$ cat src/rtl/fswp_defs.vh
`ifndef FSWP_DEFS_VH
`define FSWP_DEFS_VH

// ****************************************
// Serial commands
// ****************************************
`define FSWP_CMD_WREN 8'h06
`define FSWP_CMD_WRDI 8'h04
`define FSWP_CMD_VWREN 8'h50
`define FSWP_CMD_WRSR 8'h01
`define FSWP_CMD_RDSR1 8'h05
`define FSWP_CMD_RDSR2 8'h35
`define FSWP_CMD_RDSR3 8'h15
`define FSWP_CMD_SUSP 8'h75
`define FSWP_CMD_RESM 8'h7A
`define FSWP_CMD_PDOWN 8'hB9
`define FSWP_CMD_RELPD 8'hAB
`define FSWP_CMD_PP 8'h02
`define FSWP_CMD_SE 8'h20
`define FSWP_CMD_BE 8'hD8
`define FSWP_CMD_CE 8'hC7
`define FSWP_CMD_CE2 8'h60
`define FSWP_CMD_SECPP 8'h42
`define FSWP_CMD_SECER 8'h44
`define FSWP_CMD_RSTEN 8'h66
`define FSWP_CMD_RST 8'h99

// ****************************************
// Status register fields
// ****************************************
`define FSWP_SR1_STATUS_PROTECT_LOW 7
`define FSWP_SR1_SEC 6
`define FSWP_SR1_TB 5
`define FSWP_SR1_BP 4:2
`define FSWP_SR2_CMP 6
`define FSWP_SR2_LB 5:3
`define FSWP_SR2_QE 1
`define FSWP_SR2_STATUS_PROTECT_HIGH 0
`define FSWP_SR3_PIN_FUNCTION_SELECT 7
`define FSWP_SR3_DRV 6:5
`define FSWP_SR3_HFM 4
`define FSWP_SR1_WMASK 8'hFC
`define FSWP_SR2_WMASK 8'h43
`define FSWP_SR3_NVMASK 8'h90
`define FSWP_SR3_VMASK 8'hF0
`define FSWP_SR1_RST 8'h00
`define FSWP_SR2_RST 8'h00
`define FSWP_SR3_RST 8'h00

// ****************************************
// Array and operation kinds
// ****************************************
`define FSWP_AW 19
`define FSWP_ADDR_MAX 19'h7FFFF
`define FSWP_PAGE_MASK 19'h000FF
`define FSWP_SECT_MASK 19'h00FFF
`define FSWP_BLK_MASK 19'h0FFFF
`define FSWP_OP_NONE 3'h0
`define FSWP_OP_PROG 3'h1
`define FSWP_OP_SERASE 3'h2
`define FSWP_OP_BERASE 3'h3
`define FSWP_OP_CERASE 3'h4
`define FSWP_OP_SECPROG 3'h5
`define FSWP_OP_SECERASE 3'h6
`define FSWP_OP_WSR 3'h7

// ****************************************
// Timing
// ****************************************
`define FSWP_CLK_MHZ 200
`define FSWP_PUW_US 1000
`define FSWP_WSR_US 100
`define FSWP_PP_US 500
`define FSWP_ERASE_US 1000
`define FSWP_CNT_W 24

`endif

$ cat src/rtl/fswp_unused_placeholder_removed.v
`timescale 1ns/1ps
`default_nettype none
`default_nettype wire
$ cat src/rtl/fswp_core.v
// Contract
// - Top/bottom bit 0 protects from array top, 1 from bottom; default 0.
// - Granularity bit 1 selects 4-kB sectors, 0 selects 64-kB blocks.
// - Complement bit inverts the protected region chosen by other bits.
// - Protect bits live in SR2 bit 0 and SR1 bit 7, non-volatile.
// - Protect bits 00: pin ignored, status writes allowed when enable latch set.
// - Protect bits 01 with pin low: status registers locked.
// - Protect bits 01 with pin high: writes allowed when enable latch set.
// - Protect bits 10 refuse writes; power cycle or soft reset clears to 00.
// - Protect bits 11 refuse every status write permanently.
// - Busy, enable latch and suspend flag are read-only: status write data never sets them.
// - Protected configuration bits are blocked whenever registers are locked.
// - Write enable then status write updates non-volatile copies.
// - Volatile enable then status write updates volatile copies only.
// - Volatile status write leaves the security lock bits unchanged.
// - Suspend sets suspend flag; resume or power cycle clears it.
// - Lock bits one-time set, default 0; set lock makes register read-only.
// - Quad enable 0 keeps protect and hold/reset pins; 1 makes data lines.
// - With quad off, select bit chooses hold (0) or reset (1) pin.
// - Drive field: 00 50%, 01 25%, 10 75%, 11 100%.
// - Write, program or erase not ending on a byte boundary is ignored.
// - Write-type commands rejected until the power-up write delay elapses.
// - Enable latch 0 at power-up, cleared after program, erase, status write.
// - While busy only status reads and suspend (refused during a status write) are accepted.
// - Program or erase touching any protected part is ignored; block erase checks only from its given address to the block end.
`include "fswp_defs.vh"
`timescale 1ns/1ps
`default_nettype none

module fswp_core #(
	parameter [23:0] PUW_CYCLES = `FSWP_PUW_US * `FSWP_CLK_MHZ,
	parameter [23:0] WSR_CYCLES = `FSWP_WSR_US * `FSWP_CLK_MHZ,
	parameter [23:0] PP_CYCLES = `FSWP_PP_US * `FSWP_CLK_MHZ,
	parameter [23:0] ERASE_CYCLES = `FSWP_ERASE_US * `FSWP_CLK_MHZ
) (
	input wire sys_clk_i,
	input wire arst_n_i,
	input wire spi_clk_i,
	input wire cs_n_i,
	input wire mosi_i,
	input wire wp_n_i,
	input wire hold_reset_n_i,
	output reg miso_o,
	output reg miso_oe_o,
	output reg busy_o,
	output reg op_start_o,
	output reg [2:0] op_kind_o,
	output reg [23:0] op_addr_o,
	output wire [2:0] sec_lock_o,
	output wire quad_enable_o,
	output reg hold_func_o,
	output reg reset_func_o,
	output wire [1:0] drive_strength_o,
	output wire high_freq_o,
	output reg deep_pd_o,
	output reg suspended_o
);

	// ****************************************
	// Pin synchronisers
	// ****************************************
	reg sck_s1, sck_s2, sck_s3, cs_s1, cs_s2, cs_s3;
	reg mosi_s1, mosi_s2, wp_s1, wp_s2, hr_s1, hr_s2;

	always @(posedge sys_clk_i or negedge arst_n_i)
	begin
		if (!arst_n_i)
		begin
			{sck_s1, sck_s2, sck_s3} <= 3'h0;
			{cs_s1, cs_s2, cs_s3} <= 3'h7;
			{mosi_s1, mosi_s2} <= 2'h0;
			{wp_s1, wp_s2, hr_s1, hr_s2} <= 4'hF;
		end
		else
		begin
			sck_s1 <= spi_clk_i;
			sck_s2 <= sck_s1;
			sck_s3 <= sck_s2;
			cs_s1 <= cs_n_i;
			cs_s2 <= cs_s1;
			cs_s3 <= cs_s2;
			mosi_s1 <= mosi_i;
			mosi_s2 <= mosi_s1;
			wp_s1 <= wp_n_i;
			wp_s2 <= wp_s1;
			hr_s1 <= hold_reset_n_i;
			hr_s2 <= hr_s1;
		end
	end

	// ****************************************
	// Status state
	// ****************************************
	reg [7:0] sr1_v, sr2_v, sr3_v, sr1_n, sr2_n, sr3_n;
	reg write_enable_latch, vwel, busy, suspend_flag, deep_power_down, rsten;
	reg [2:0] op_kind;
	reg [23:0] busy_cnt, puw_cnt;
	reg [7:0] shreg, cmd, b1, b2, b3, tx;
	reg [2:0] bitcnt, bytecnt;
	reg rd_act;

	// The lock bits have no volatile copy, so reads always show the stored value.
	wire [7:0] sr1_rd = {sr1_v[7:2], write_enable_latch, busy};
	wire [7:0] sr2_rd = {suspend_flag, sr2_v[6], sr2_n[5:3], 1'b0, sr2_v[1:0]};
	wire [7:0] sr3_rd = {sr3_v[7:4], 4'h0};

	assign sec_lock_o = sr2_n[`FSWP_SR2_LB];
	assign quad_enable_o = sr2_v[`FSWP_SR2_QE];
	assign drive_strength_o = sr3_v[`FSWP_SR3_DRV];
	assign high_freq_o = sr3_v[`FSWP_SR3_HFM];

	wire qe = sr2_v[`FSWP_SR2_QE];
	wire hold_act = !qe && !sr3_v[`FSWP_SR3_PIN_FUNCTION_SELECT] && !hr_s2;
	wire rst_act = !qe && sr3_v[`FSWP_SR3_PIN_FUNCTION_SELECT] && !hr_s2;
	wire sck_rise = sck_s2 && !sck_s3 && !cs_s2 && !hold_act;
	wire sck_fall = !sck_s2 && sck_s3 && !cs_s2 && !hold_act;
	wire cs_rise = cs_s2 && !cs_s3;
	wire cs_fall = !cs_s2 && cs_s3;
	wire [7:0] in_byte = {shreg[6:0], mosi_s2};
	wire puw_ok = (puw_cnt == 24'h0);

	// ****************************************
	// Protection map
	// ****************************************
	reg [4:0] sh;
	reg [18:0] msk, p_lo, p_hi;
	reg p_none;

	always @*
	begin
		case ({sr1_v[`FSWP_SR1_SEC], sr1_v[`FSWP_SR1_BP]})
			4'h1: sh = 5'h10;
			4'h2: sh = 5'h11;
			4'h3: sh = 5'h12;
			4'h9: sh = 5'h0C;
			4'hA: sh = 5'h0D;
			4'hB: sh = 5'h0E;
			4'hC, 4'hD, 4'hE: sh = 5'h0F;
			default: sh = 5'h13;
		endcase
		msk = ~(`FSWP_ADDR_MAX << sh);
		p_none = (sr1_v[`FSWP_SR1_BP] == 3'h0);
		if (sr1_v[`FSWP_SR1_TB])
		begin
			p_lo = 19'h0;
			p_hi = msk;
		end
		else
		begin
			p_lo = ~msk;
			p_hi = `FSWP_ADDR_MAX;
		end
		if (sr2_v[`FSWP_SR2_CMP])
		begin
			if (p_none)
			begin
				p_none = 1'b0;
				p_lo = 19'h0;
				p_hi = `FSWP_ADDR_MAX;
			end
			else if (msk == `FSWP_ADDR_MAX)
				p_none = 1'b1;
			else if (sr1_v[`FSWP_SR1_TB])
			begin
				p_lo = msk + 19'h1;
				p_hi = `FSWP_ADDR_MAX;
			end
			else
			begin
				p_hi = ~msk - 19'h1;
				p_lo = 19'h0;
			end
		end
	end

	// True when the span s..e touches the protected range.
	function fswp_hit;
		input [18:0] s, e, lo, hi;
		input none;
		begin
			fswp_hit = !none && (s <= hi) && (e >= lo);
		end
	endfunction

	wire [23:0] addr = {b1, b2, b3};
	reg [18:0] span_e;

	always @*
	begin
		span_e = addr[18:0] | `FSWP_BLK_MASK;
		if (cmd == `FSWP_CMD_PP)
			span_e = addr[18:0] | `FSWP_PAGE_MASK;
		else if (cmd == `FSWP_CMD_SE)
			span_e = addr[18:0] | `FSWP_SECT_MASK;
	end

	wire hit = fswp_hit(addr[18:0], span_e, p_lo, p_hi, p_none);
	wire [1:0] srp = {sr2_v[`FSWP_SR2_STATUS_PROTECT_HIGH], sr1_v[`FSWP_SR1_STATUS_PROTECT_LOW]};
	wire sr_open = (srp == 2'h0) || ((srp == 2'h1) && (qe || wp_s2));
	wire frame_ok = cs_rise && (bytecnt != 3'h0) && (bitcnt == 3'h0);
	wire [1:0] sec_idx = addr[13:12];
	wire sec_ok = (sec_idx != 2'h0) && !sr2_n[3 + {1'b0, sec_idx} - 3'h1];

	// ****************************************
	// Serial engine and command execution
	// ****************************************
	always @(posedge sys_clk_i or negedge arst_n_i)
	begin
		if (!arst_n_i)
		begin
			sr1_v <= `FSWP_SR1_RST;
			sr2_v <= `FSWP_SR2_RST;
			sr3_v <= `FSWP_SR3_RST;
			sr1_n <= `FSWP_SR1_RST;
			sr2_n <= `FSWP_SR2_RST;
			sr3_n <= `FSWP_SR3_RST;
			{write_enable_latch, vwel, busy, suspend_flag, deep_power_down, rsten, rd_act} <= 7'h0;
			op_kind <= `FSWP_OP_NONE;
			busy_cnt <= 24'h0;
			puw_cnt <= PUW_CYCLES;
			{shreg, cmd, b1, b2, b3, tx} <= 48'h0;
			{bitcnt, bytecnt} <= 6'h0;
			{miso_o, miso_oe_o, busy_o, op_start_o} <= 4'h0;
			op_kind_o <= `FSWP_OP_NONE;
			op_addr_o <= 24'h0;
			{hold_func_o, reset_func_o, deep_pd_o, suspended_o} <= 4'h0;
		end
		else
		begin
			op_start_o <= 1'b0;
			if (!puw_ok)
				puw_cnt <= puw_cnt - 24'h1;
			if (busy)
			begin
				busy_cnt <= busy_cnt - 24'h1;
				if (busy_cnt == 24'h1)
				begin
					busy <= 1'b0;
					write_enable_latch <= 1'b0;
				end
			end
			if (cs_fall)
			begin
				bitcnt <= 3'h0;
				bytecnt <= 3'h0;
			end
			if (sck_rise)
			begin
				shreg <= in_byte;
				bitcnt <= bitcnt + 3'h1;
				if (bitcnt == 3'h7)
				begin
					if (bytecnt != 3'h7)
						bytecnt <= bytecnt + 3'h1;
					case (bytecnt)
						3'h0: cmd <= in_byte;
						3'h1: b1 <= in_byte;
						3'h2: b2 <= in_byte;
						3'h3: b3 <= in_byte;
						default: ;
					endcase
					if (bytecnt == 3'h0 && !deep_power_down)
						rd_act <= (in_byte == `FSWP_CMD_RDSR1) || (in_byte == `FSWP_CMD_RDSR2)
							|| (in_byte == `FSWP_CMD_RDSR3);
					// Reloading each byte lets a polling host watch busy fall live.
					if ((bytecnt == 3'h0 ? in_byte : cmd) == `FSWP_CMD_RDSR2)
						tx <= sr2_rd;
					else if ((bytecnt == 3'h0 ? in_byte : cmd) == `FSWP_CMD_RDSR3)
						tx <= sr3_rd;
					else
						tx <= sr1_rd;
				end
			end
			if (sck_fall && rd_act)
			begin
				miso_o <= tx[7];
				tx <= {tx[6:0], 1'b0};
			end
			if (cs_rise)
				rd_act <= 1'b0;
			if (frame_ok)
			begin
				if (deep_power_down)
				begin
					if (cmd == `FSWP_CMD_RELPD)
						deep_power_down <= 1'b0;
				end
				else if (busy)
				begin
					if (cmd == `FSWP_CMD_SUSP && op_kind != `FSWP_OP_WSR)
					begin
						suspend_flag <= 1'b0 | 1'b1;
						busy <= 1'b0;
					end
				end
				else if (suspend_flag)
				begin
					if (cmd == `FSWP_CMD_RESM)
					begin
						suspend_flag <= 1'b0;
						busy <= 1'b1;
					end
				end
				else
				begin
					rsten <= (cmd == `FSWP_CMD_RSTEN);
					if (cmd == `FSWP_CMD_WREN && puw_ok)
					begin
						write_enable_latch <= 1'b1;
						vwel <= 1'b0;
					end
					else if (cmd == `FSWP_CMD_WRDI)
					begin
						write_enable_latch <= 1'b0;
						vwel <= 1'b0;
					end
					else if (cmd == `FSWP_CMD_VWREN && puw_ok)
						vwel <= 1'b1;
					else if (cmd == `FSWP_CMD_PDOWN)
						deep_power_down <= 1'b1;
					else if (cmd == `FSWP_CMD_RST && rsten)
					begin
						sr1_v <= sr1_n;
						sr2_v <= sr2_n;
						sr3_v <= sr3_n;
						{write_enable_latch, vwel} <= 2'h0;
						if ({sr2_n[0], sr1_n[7]} == 2'h2)
						begin
							sr2_n[0] <= 1'b0;
							sr2_v[0] <= 1'b0;
						end
					end
					else if (cmd == `FSWP_CMD_WRSR && puw_ok && bytecnt >= 3'h2 && sr_open && (write_enable_latch || vwel))
					begin
						vwel <= 1'b0;
						if (write_enable_latch)
						begin
							sr1_n <= (sr1_n & ~`FSWP_SR1_WMASK) | (b1 & `FSWP_SR1_WMASK);
							sr1_v <= (sr1_v & ~`FSWP_SR1_WMASK) | (b1 & `FSWP_SR1_WMASK);
							if (bytecnt >= 3'h3)
							begin
								sr2_n <= (sr2_n & ~`FSWP_SR2_WMASK) | (b2 & `FSWP_SR2_WMASK)
									| (b2 & 8'h38);
								sr2_v <= (sr2_v & ~`FSWP_SR2_WMASK) | (b2 & `FSWP_SR2_WMASK);
							end
							if (bytecnt >= 3'h4)
							begin
								sr3_n <= (sr3_n & ~`FSWP_SR3_NVMASK) | (b3 & `FSWP_SR3_NVMASK);
								sr3_v <= (sr3_v & ~`FSWP_SR3_NVMASK) | (b3 & `FSWP_SR3_NVMASK);
							end
							busy <= 1'b1;
							busy_cnt <= WSR_CYCLES;
							op_kind <= `FSWP_OP_WSR;
						end
						else
						begin
							sr1_v <= (sr1_v & ~`FSWP_SR1_WMASK) | (b1 & `FSWP_SR1_WMASK);
							if (bytecnt >= 3'h3)
								sr2_v <= (sr2_v & ~`FSWP_SR2_WMASK) | (b2 & `FSWP_SR2_WMASK);
							if (bytecnt >= 3'h4)
								sr3_v <= (sr3_v & ~`FSWP_SR3_VMASK) | (b3 & `FSWP_SR3_VMASK);
						end
					end
					else if (write_enable_latch && puw_ok && !hit && ((cmd == `FSWP_CMD_PP && bytecnt >= 3'h5)
						|| ((cmd == `FSWP_CMD_SE || cmd == `FSWP_CMD_BE) && bytecnt == 3'h4)))
					begin
						busy <= 1'b1;
						busy_cnt <= (cmd == `FSWP_CMD_PP) ? PP_CYCLES : ERASE_CYCLES;
						op_kind <= (cmd == `FSWP_CMD_PP) ? `FSWP_OP_PROG :
							(cmd == `FSWP_CMD_SE) ? `FSWP_OP_SERASE : `FSWP_OP_BERASE;
						op_kind_o <= (cmd == `FSWP_CMD_PP) ? `FSWP_OP_PROG :
							(cmd == `FSWP_CMD_SE) ? `FSWP_OP_SERASE : `FSWP_OP_BERASE;
						op_addr_o <= addr;
						op_start_o <= 1'b1;
					end
					else if (write_enable_latch && puw_ok && p_none && bytecnt == 3'h1
						&& (cmd == `FSWP_CMD_CE || cmd == `FSWP_CMD_CE2))
					begin
						busy <= 1'b1;
						busy_cnt <= ERASE_CYCLES;
						op_kind <= `FSWP_OP_CERASE;
						op_kind_o <= `FSWP_OP_CERASE;
						op_addr_o <= 24'h0;
						op_start_o <= 1'b1;
					end
					else if (write_enable_latch && puw_ok && sec_ok && ((cmd == `FSWP_CMD_SECPP && bytecnt >= 3'h5)
						|| (cmd == `FSWP_CMD_SECER && bytecnt == 3'h4)))
					begin
						busy <= 1'b1;
						busy_cnt <= (cmd == `FSWP_CMD_SECPP) ? PP_CYCLES : ERASE_CYCLES;
						op_kind <= (cmd == `FSWP_CMD_SECPP) ? `FSWP_OP_SECPROG : `FSWP_OP_SECERASE;
						op_kind_o <= (cmd == `FSWP_CMD_SECPP) ? `FSWP_OP_SECPROG : `FSWP_OP_SECERASE;
						op_addr_o <= addr;
						op_start_o <= 1'b1;
					end
				end
			end
			// Reset pin acts as soft reset
			if (rst_act)
			begin
				sr1_v <= sr1_n;
				sr2_v <= sr2_n;
				sr3_v <= sr3_n;
				{write_enable_latch, vwel, suspend_flag, busy, rsten, rd_act} <= 6'h0;
				bytecnt <= 3'h0;
				bitcnt <= 3'h0;
			end
			miso_oe_o <= rd_act && !cs_s2;
			busy_o <= busy;
			hold_func_o <= !qe && !sr3_v[`FSWP_SR3_PIN_FUNCTION_SELECT];
			reset_func_o <= !qe && sr3_v[`FSWP_SR3_PIN_FUNCTION_SELECT];
			deep_pd_o <= deep_power_down;
			suspended_o <= suspend_flag;
		end
	end

endmodule

`default_nettype wire

$ cat config.mk
export PLATFORM = sky130hd
export DESIGN_NAME = fswp_core
export DESIGN_NICKNAME = d
export VERILOG_FILES = /design/src/rtl/fswp_unused_placeholder_removed.v /design/src/rtl/fswp_core.v
export VERILOG_INCLUDE_DIRS = /design/src /design/src/rtl
export SDC_FILE = /design/constraint.sdc
export NUM_CORES = 1
export LEC_CHECK = 0
export BUFFER_PORTS_ARGS = -buffer_cell sky130_fd_sc_hd__buf_2
export CAP_MARGIN = 20
export CORE_MARGIN = 2
export CORE_UTILIZATION = 25
export DETAILED_ROUTE_END_ITERATION = 7
export GPL_TIMING_DRIVEN = 0
export HOLD_SLACK_MARGIN = 0.08
export SYNTH_ARGS = -nofsm -noshare
export SYNTH_HDL_FRONTEND = slang
export SYNTH_SLANG_ARGS = --single-unit
$ cat constraint.sdc
create_clock -name sys_clk_i -period 4 [get_ports sys_clk_i]
set_clock_uncertainty 0.05 [all_clocks]
set_input_delay 0.2 -clock sys_clk_i [delete_from_list [all_inputs] [get_ports sys_clk_i]]
set_output_delay 0.2 -clock sys_clk_i [all_outputs]
set_load 0.1 [all_outputs]
==> out/metrics.cfg, run 1 <==
[run_status]
status = completed

[detailed_routing]
drc = 0
drt-pass1-iter-count = 5
drtIter0Drc = 703
drtAntennaViolNets = 0
wl_um = 29100
vias = 8324
wire_per_inst_um = 17.0
via_per_inst = 4.87

[logic_synthesis]
synth_area_um2 = 10300
syn_inst = 1058
synth_top_family_by_area = simple AND/OR/NAND/NOR gates
synth_mux_area_share_pct = 9.23
async_flop_share_pct = 100
synthXorXnorAreaFrac_pct = 3.98
synthTopCellsByArea = dfrtp_1, ha_1, mux2_2
synth_adder_area_share_pct = 5.93
ys_seq_area_share_pct = 44.9
synth_most_common_cell = dfrtp_1
synthSimpleGateAreaFrac_pct = 20.7
post_synth_num_cell_types = 71
synth_area_leader_cell = dfrtp_1
syn_avg_cell_area_um2 = 9.77
synth_ff_type = dfrtp_1
synth_compound_area_share_pct = 11.1
synth_edf_count = 0
synth_warnings = 0
yosys_register_bits = 185
netlist.area_leader.share_pct = 41.6
ys_top_cells_by_count = dfrtp_1, nand2_1, nor2_1

[setup_path]
regToRegEndpoint = op_kind_o[2]
worstSetupPathType = register to register
start_kind = register
arrival_ps = 4200
required_ps = 4280
end_kind = register
crit_path_max_fanout = 6
reg2reg_depth = 17
r2r-start = sr1_v[2]
r2r_slack_ps = 80

[placement]
post_dp_cell_area_um2 = 11400
dp_cells = 1654
port_buffers = 48
gp_congestion = 0.925
hpwl_um = 21400

[layout]
stdcell_area_um2 = 12500
final_core_util_pct = 30.5
diodes = 0
drive_above_1_share_pct = 21.8
stdcell_count = 1709
fill_cells = 4200
fin_nets = 1220
syn2layout_area_growth_pct = 20.4

[hold_path]
hold_class = input pin to asynchronous set/reset pin

[floorplan]
die_area_um2 = 43000
io_pins = 49
die_width_um = 207
start_util_pct = 25.3
die_y_um = 207
fp-row-count = 74
core_area_um2 = 40800

[global_routing]
grt_usage_pct = 13.7
first_global_vias = 8231
antenna_found_initial = 0
grt_overflow = 0
grt_pass1_wl_um = 46700
grt_max_degree = 98

[clocking]
cts_tree = built
cts_buffers = 17
cts_htree_levels = 4
clk_pin_slew_ps = 70
clock_latency_ps = 450
ctsRootBufferMaster = clkbuf_16
cts_buffer_depth = 2
clock_sinks = 185

[sta]
setup-violations-final = 0
rsz0062_at_grt = yes
hold_violations = 0
tightest_slew_ps = 1010
min_period_over_period_pct = 98.0
maxSlewViolCount = 0
max_freq_mhz = 255
fin_crit_ps = 3920
maxSlewHeadroom_pct = 32.3

[power_and_ir_drop]
leakagePower_nw = 5.88
powerDensity_nw_per_um2 = 297
p_total_mw = 3.70
peakVddDrop_mv = 0.292

[job]
cap_violations = 0

## critical path: stages, from the launching register on
cell and delay [ps]:
dfrtp_2 440, inv_4 80, ha_4 210, o21bai_4 140, and2_4 200, nand2_4 60
a21oi_4 170, a41oi_2 50, or3_4 430, ha_4 270, nand4_1 100, a21oi_2 150
nor4_2 50, or3_4 370, or3_4 410, nand4_4 180, buf_6 130, mux2_2 320
## flip-flops by register name, indices dropped and copies added, names as in the netlist, 2 cells and up
signal and cells:
b3 8, busy_cnt 24, sr3_v 4, bitcnt 3
b1 8, shreg 7, b2 8, sr1_n 6
op_kind 3, bytecnt 3, op_kind_o 3, puw_cnt 24
sr2_v 3, sr3_n 2, cmd 8, sr2_n 6
sr1_v 6, tx 8, op_addr_o 24
## cells in the final DEF, fill, tap and decap left out, types with 18 or more instances in the layout
cell type	instances
dfrtp_1	167
nand2_1	96
nor2_1	88
buf_2	51
a21oi_1	50
mux2_2	50
inv_1	47
ha_1	46
o21ai_0	41
mux2i_1	36
xor2_1	29
clkbuf_1	28
nor3_1	27
buf_4	27
nand3_1	21
nor4_1	19
xnor2_1	18
nand4_1	18
## through the flow
step / setup TNS (ps) / hold slack, ps / setup WS (ps)
3_5_place_dp: -49440 / 236 / -1000
3_3_place_gp: -126480 / 259 / -983
5_1_grt: -172 / 314 / -43.1
2_1_floorplan: 0 / -146 / 12.5
6_report: 0 / 290 / 79.4
4_1_cts: 0 / 310 / 2.48
## routing by layer
metal	wire, µm	vias up	GRT usage, %	part of all wire, %
met5	0	-	0	0
met4	709	0	5.02	2.4
met3	1070	45	1.92	3.7
met2	13400	205	21.5	46
met1	13900	4099	19.1	48
li1	-	3975	-	-
## worst max-delay path by stage
| stage | from | end | cells past startpoint |
|---|---|---|---|
| after floorplan | sr1_v[2] | op_kind_o[0] | 17 |
| after global placement | sr1_v[2] | busy_cnt[9] | 19 |
| after detailed placement | sr1_v[2] | busy_cnt[9] | 19 |
| after CTS | cmd[5] | op_addr_o[10] | 14 |
| after global routing | sr1_v[2] | op_kind_o[0] | 17 |
| final | sr1_v[2] | op_kind_o[2] | 17 |
## report_power, final
| part | leakage, nW | internal, mW | switching, mW |
|---|---|---|---|
| logic | 3.32 | 0.0309 | 0.0743 |
| clock network | 0.278 | 0.899 | 0.768 |
| registers | 2.29 | 1.89 | 0.0391 |
| total | 5.88 | 2.82 | 0.882 |
## layout make-up
class | count | area [µm²] | area share, %
multi-input combinational | 788 | 5590 | 44.9
sequential | 185 | 4650 | 37.4
tap | 532 | 666 | 5.34
timing repair buffer | 85 | 616 | 4.94
clock buffer | 20 | 457 | 3.67
inverter | 49 | 186 | 1.50
buffer | 38 | 174 | 1.40
clock inverter | 12 | 113 | 0.904
## what timing repair did
item	in CTS	in global routing
endpoints found under the hold margin	96	0
hold buffers	6	0
resized for setup	34	42
gates cloned	1	0
pin swaps	11	21
buffers inserted	18	10
setup endpoints to repair	56	50
## cells by family after synthesis
family,Yosys count
compound gates,180
xor+xnor,47
fa+ha+maj,49
buf+inv,99
flops,185
mux,89
other cells,2
simple gates,407
Power figures use the tool's default switching activity.
==> run 2, diff against run 1 <==
--- a/config.mk
+++ b/config.mk
@@ -6,6 +6,7 @@
 export SDC_FILE = /design/constraint.sdc
 export NUM_CORES = 1
 export LEC_CHECK = 0
+export ABC_AREA = 1
 export BUFFER_PORTS_ARGS = -buffer_cell sky130_fd_sc_hd__buf_2
 export CAP_MARGIN = 20
 export CORE_MARGIN = 2
==> out/metrics.cfg, run 2 <==
[power_and_ir_drop]
p_total_mw = 3.73
leakagePower_nw = 6.04
peakVddDrop_mv = 0.299
powerDensity_nw_per_um2 = 304

[setup_path]
slowest_delay_ps = 470
worstSetupPathType = register to register
required_ps = 4280
cp_common_cell = nand2_1
r2r-start = cmd[5]
crit_slowest_cell = dfrtp_1
r2r_slack_ps = 240
start_kind = register
arrival_ps = 4040
path_delay_family = simple AND/OR/NAND/NOR gates
reg2reg_depth = 20
crit_path_max_fanout = 10
end_kind = register
path_buf_inv = 3
regToRegEndpoint = op_addr_o[9]
path_cells = nor2_2 -> nand2_1 -> nor2_1 -> inv_1 -> nand2_1 -> nand2_1 -> ha_1 -> a21o_1 -> o21ai_0 -> nand2_1 -> nor2_1 -> nor2_2 -> nand2_4 -> nand2_4 -> nand2_2 -> nand2_2 -> buf_6 -> buf_6 -> nand2_1 -> o21ai_2

[detailed_routing]
wl_um = 28800
vias = 9095
via_per_inst = 4.59
drc = 1
drtIter0Drc = 667
drt-pass1-iter-count = 8
wire_per_inst_um = 14.5
drtAntennaViolNets = 0

[run_status]
violations = design-rule violations
status = complete, but fails checks

[logic_synthesis]
synth_ff_type = dfrtp_1
synthTopCellsByArea = dfrtp_1, nand2_1, inv_1
synth_area_um2 = 10400
syn_inst = 1339
ys_top_cells_by_count = nand2_1, dfrtp_1, inv_1
synth_most_common_cell = nand2_1
ys_seq_area_share_pct = 44.5
yosys_register_bits = 185
netlist.area_leader.share_pct = 41.2
synth_warnings = 0
synth_edf_count = 0
synth_area_leader_cell = dfrtp_1
syn_avg_cell_area_um2 = 7.80
post_synth_num_cell_types = 52
async_flop_share_pct = 100

[floorplan]
die_width_um = 208
die_y_um = 208
start_util_pct = 25.5
die_area_um2 = 43400
fp-row-count = 74
core_area_um2 = 41000
io_pins = 49

[global_routing]
grt_max_degree = 121
first_global_vias = 8809
grt_pass1_wl_um = 46400
grt_usage_pct = 13.4
antenna_found_initial = 0
grt_overflow = 0

[placement]
post_dp_cell_area_um2 = 11400
hpwl_um = 21800
gp_congestion = 0.889
port_buffers = 48

[layout]
final_core_util_pct = 29.9
diodes = 0
drive_above_1_share_pct = 14.0
final_cell_mix = nand2_1, dfrtp_1, inv_1
stdcell_area_um2 = 12300
top_regs = busy_cnt: 24 flops, op_addr_o: 24 flops, puw_cnt: 24 flops
syn2layout_area_growth_pct = 17.5
fin_nets = 1493
final_common_cell = nand2_1

[clocking]
clock_sinks = 185
cts_buffer_depth = 2
cts_htree_levels = 4
cts_buffers = 17
clock_latency_ps = 450
cts_tree = built
clk_pin_slew_ps = 70
ctsRootBufferMaster = clkbuf_16

[sta]
maxSlewHeadroom_pct = 50.1
fin_crit_ps = 3760
hold_violations = 0
max_freq_mhz = 266
min_period_over_period_pct = 93.9
maxSlewViolCount = 0
setup-violations-final = 0
tightest_slew_ps = 742

[hold_path]
hold_class = input pin to asynchronous set/reset pin

[job]
cap_violations = 0

## run 2: cell types whose count changed after synthesis, moves of 38 or more
cell     previous run  this run
mux2i_1            38         0
inv_1              49       165
o21ai_0            44        91
nor2_1             89       160
nand2_1           100       338
mux2_2             50         0
## run 2: per-stage QoR
step	setup TNS [ps]	cells	setup slack [ps]	hold WS [ps]
after CTS	0	1976	18.7	251
after floorplan	0	1353	270	-146
final	0	1982	242	228
after global routing	-448	1982	-39.8	267
after global placement	-107560	1933	-700	259
after detailed placement	-34910	1934	-743	134
## run 2: report_power, final
part           switching, mW  total, mW  internal [mW]
registers             0.0174       1.91           1.89
clock network          0.799       1.69          0.892
logic                  0.102      0.134         0.0326
## run 2: how the worst max path moves through the flow
stage / end / cells after the start / from / slack [ps]
finish: op_addr_o[9] / 20 / cmd[5] / 240
global route: op_kind_o[1] / 29 / sr1_v[2] / -40
CTS: op_addr_o[21] / 29 / sr1_v[2] / 20
detailed placement: busy_cnt[12] / 25 / sr1_v[2] / -740
global placement: busy_cnt[12] / 25 / sr1_v[2] / -700
floorplan: op_addr_o[0] / 26 / sr1_v[2] / 270
## run 2: worst register-to-register path, stage by stage (launching register included)
cell and delay, ps:
dfrtp_1 470, nor2_2 230, nand2_1 150, nor2_1 440, inv_1 230, nand2_1 270
nand2_1 90, ha_1 320, a21o_1 160, o21ai_0 170, nand2_1 70, nor2_1 120
nor2_2 70, nand2_4 120, nand2_4 90, nand2_2 100, nand2_2 80, buf_6 140
buf_6 130, nand2_1 80, o21ai_2 60
## run 2: cells by family after synthesis
group | count (synthesis) | share of synthesized area, %
compound gates | 229 | 12.8
xor+xnor | 33 | 2.77
fa+ha+maj | 49 | 5.87
buf+inv | 208 | 8.24
flops | 185 | 44.5
other cells | 2 | 0.0719
simple gates | 633 | 25.8
## run 2: cell type report
cell class | count | area, µm²
Buffer | 32 | 209
Clock buffer | 18 | 439
Clock inverter | 14 | 134
Fill cell | 4361 | 28700
Inverter | 176 | 668
Multi-Input combinational cell | 960 | 5110
Sequential cell | 185 | 4650
Tap cell | 532 | 666
Timing Repair Buffer | 65 | 410
## run 2: routing by layer
| layer | vias to the layer above | GRT usage (%) | part of all wire [%] |
|---|---|---|---|
| li1 | 4518 | - | - |
| met3 | 40 | 2.19 | 4.6 |
| met1 | 4316 | 18.0 | 46 |
| met4 | 0 | 4.49 | 1.8 |
| met5 | - | 0 | 0 |
| met2 | 221 | 21.9 | 48 |
## run 2: timing repair
action | CTS | global route
hold buffers | 6 | 0
buffers inserted | 4 | 5
pin swaps | 1 | 7
gates resized for setup | 14 | 25
endpoints found under the setup margin | 56 | 56
hold endpoints to repair | 70 | 0
cloned | 0 | 1
==> run 3, diff against run 2 <==
--- a/config.mk
+++ b/config.mk
@@ -9,7 +9,6 @@
 export ABC_AREA = 1
 export BUFFER_PORTS_ARGS = -buffer_cell sky130_fd_sc_hd__buf_2
 export CAP_MARGIN = 20
-export CORE_MARGIN = 2
 export CORE_UTILIZATION = 25
 export DETAILED_ROUTE_END_ITERATION = 7
 export GPL_TIMING_DRIVEN = 0
==> out/metrics.cfg, run 3 (same netlist as run 2, synthesis figures left out) <==
[global_routing]
grt_overflow = 0
grt_pass1_wl_um = 45500
first_global_vias = 8534
grt_max_degree = 102
grt_usage_pct = 13.7
antenna_found_initial = 0

[placement]
pre_cts_ws_ps = -788
port_buffers = 48
hpwl_um = 21400
gp_congestion = 0.874

[setup_path]
worstSetupPathType = register to register
end_kind = register
cp_common_cell = nand2_1
crit_slowest_cell = dfrtp_2
start_kind = register
required_ps = 4280
arrival_ps = 4010
crit_path_max_fanout = 10
slowest_delay_ps = 410

[power_and_ir_drop]
switching_share_pct = 23.8
intPower_mw = 2.96
pwr-share-seq_pct = 49.2
combPwrFrac_pct = 3.5
clkPwrFrac_pct = 47.3
leakagePower_nw = 6.06
peakVddDrop_mv = 0.284
p_switching_uw = 924
powerDensity_nw_per_um2 = 315

[sta]
maxSlewHeadroom_pct = 50.0
tns_ps = 0
maxSlewViolCount = 0
hold_violations = 0
setup-violations-final = 0
setup_ws_ps = 276
tightest_slew_ps = 744
fin_crit_ps = 3720
min_period_over_period_pct = 93.1
max_freq_mhz = 269

[clocking]
cts_tree = built
clock_latency_ps = 440
cts_buffer_depth = 2
ctsRootBufferMaster = clkbuf_16
cts_htree_levels = 4
clock_sinks = 185
clk_pin_slew_ps = 80
cts_buffers = 17

[layout]
top_regs = busy_cnt: 24 flops, op_addr_o: 24 flops, puw_cnt: 24 flops
fin_nets = 1492
final_common_cell = nand2_1
final_cell_mix = nand2_1, dfrtp_1, inv_1
syn2layout_area_growth_pct = 18.0
drive_above_1_share_pct = 13.9
final_core_util_pct = 30.1
diodes = 0
fill_cells = 4331

[detailed_routing]
drt-pass1-iter-count = 7
drtAntennaViolNets = 0
drtIter0Drc = 814
vias = 8998
wire_per_inst_um = 14.2
via_per_inst = 4.54
drc = 3
wl_um = 28200

[floorplan]
io_pins = 49
core_area_um2 = 41000
die_area_um2 = 42600
die_y_um = 206
fp-row-count = 74
start_util_pct = 25.5
die_width_um = 206

[hold_path]
hold_class = input pin to asynchronous set/reset pin

[run_status]
violations = design-rule violations
status = complete, but fails checks

[job]
cap_violations = 0

-- run 3: what timing repair did --
action                     in CTS  in global routing
gates cloned                    0                  1
setup endpoints to repair      56                 56
resized for setup              16                 24
hold endpoints to repair       76                  0
setup buffers                   3                  5
pin swaps                       3                  4
hold buffers                    6                  0
-- run 3: stage by stage --
stage               instances  power (mW)  instance area, µm²  hold slack, ps
floorplan                1353        2.00               10500            -146
CTS                      1975        3.92               12200             302
finish                   1981        3.88               12300             290
global placement         1933        2.07               11400             258
global route             1981        4.02               12300             308
detailed placement       1934        2.08               11400             207
-- run 3: area by class of cell --
type / instances / area, µm² / share of cell area, %
multi-input cells: 960 / 5100 / 41.3
flip-flops and latches: 185 / 4650 / 37.7
inverters: 176 / 668 / 5.42
well taps: 532 / 666 / 5.40
clock buffers: 18 / 439 / 3.56
repair buffers: 64 / 403 / 3.27
plain buffers: 32 / 209 / 1.69
clock inverters: 14 / 203 / 1.64
-- run 3: worst paths after layout --
check,from,end,slack [ps],cells past startpoint
hold reg to reg,sck_s1,sck_s2,300,0
min in group sys_clk_i,sck_s1,sck_s2,300,0
max in group asynchronous,arst_n_i,op_kind_o[0],2680,3
setup / recovery,sr1_v[2],op_addr_o[6],280,27
setup reg to reg,sr1_v[2],op_addr_o[6],280,27
hold / removal,arst_n_i,puw_cnt[23],290,2
-- run 3: critical path: cells and delay by family (launching register included) --
kind,cells,cell delay (ps)
adder cells (fa/ha/maj),2,490
AO/OA/AOI/OAI,4,620
flip-flops,1,410
buffers and inverters,6,720
AND/OR/NAND/NOR,15,1320
-- run 3: power by group through the flow --
| stage | Sequential [mW] | Clock [mW] | Combinational [mW] |
|---|---|---|---|
| after floorplan | 1.94 | 0 | 0.0593 |
| after global placement | 1.94 | 0 | 0.125 |
| after detailed placement | 1.94 | 0 | 0.132 |
| after CTS | 1.91 | 1.88 | 0.137 |
| after global routing | 1.91 | 1.95 | 0.158 |
| final | 1.91 | 1.83 | 0.136 |
-- run 3: layer usage --
| layer | vias to the layer above | track usage [%] | share of wire (%) | routed length (µm) |
|---|---|---|---|---|
| met1 | 4235 | 18.6 | 47 | 13300 |
| met2 | 216 | 21.9 | 47 | 13100 |
| met4 | 0 | 4.52 | 2.2 | 609 |
| met3 | 37 | 2.22 | 4.0 | 1140 |
| met5 | - | 0 | 0 | 0 |
| li1 | 4510 | - | - | - |
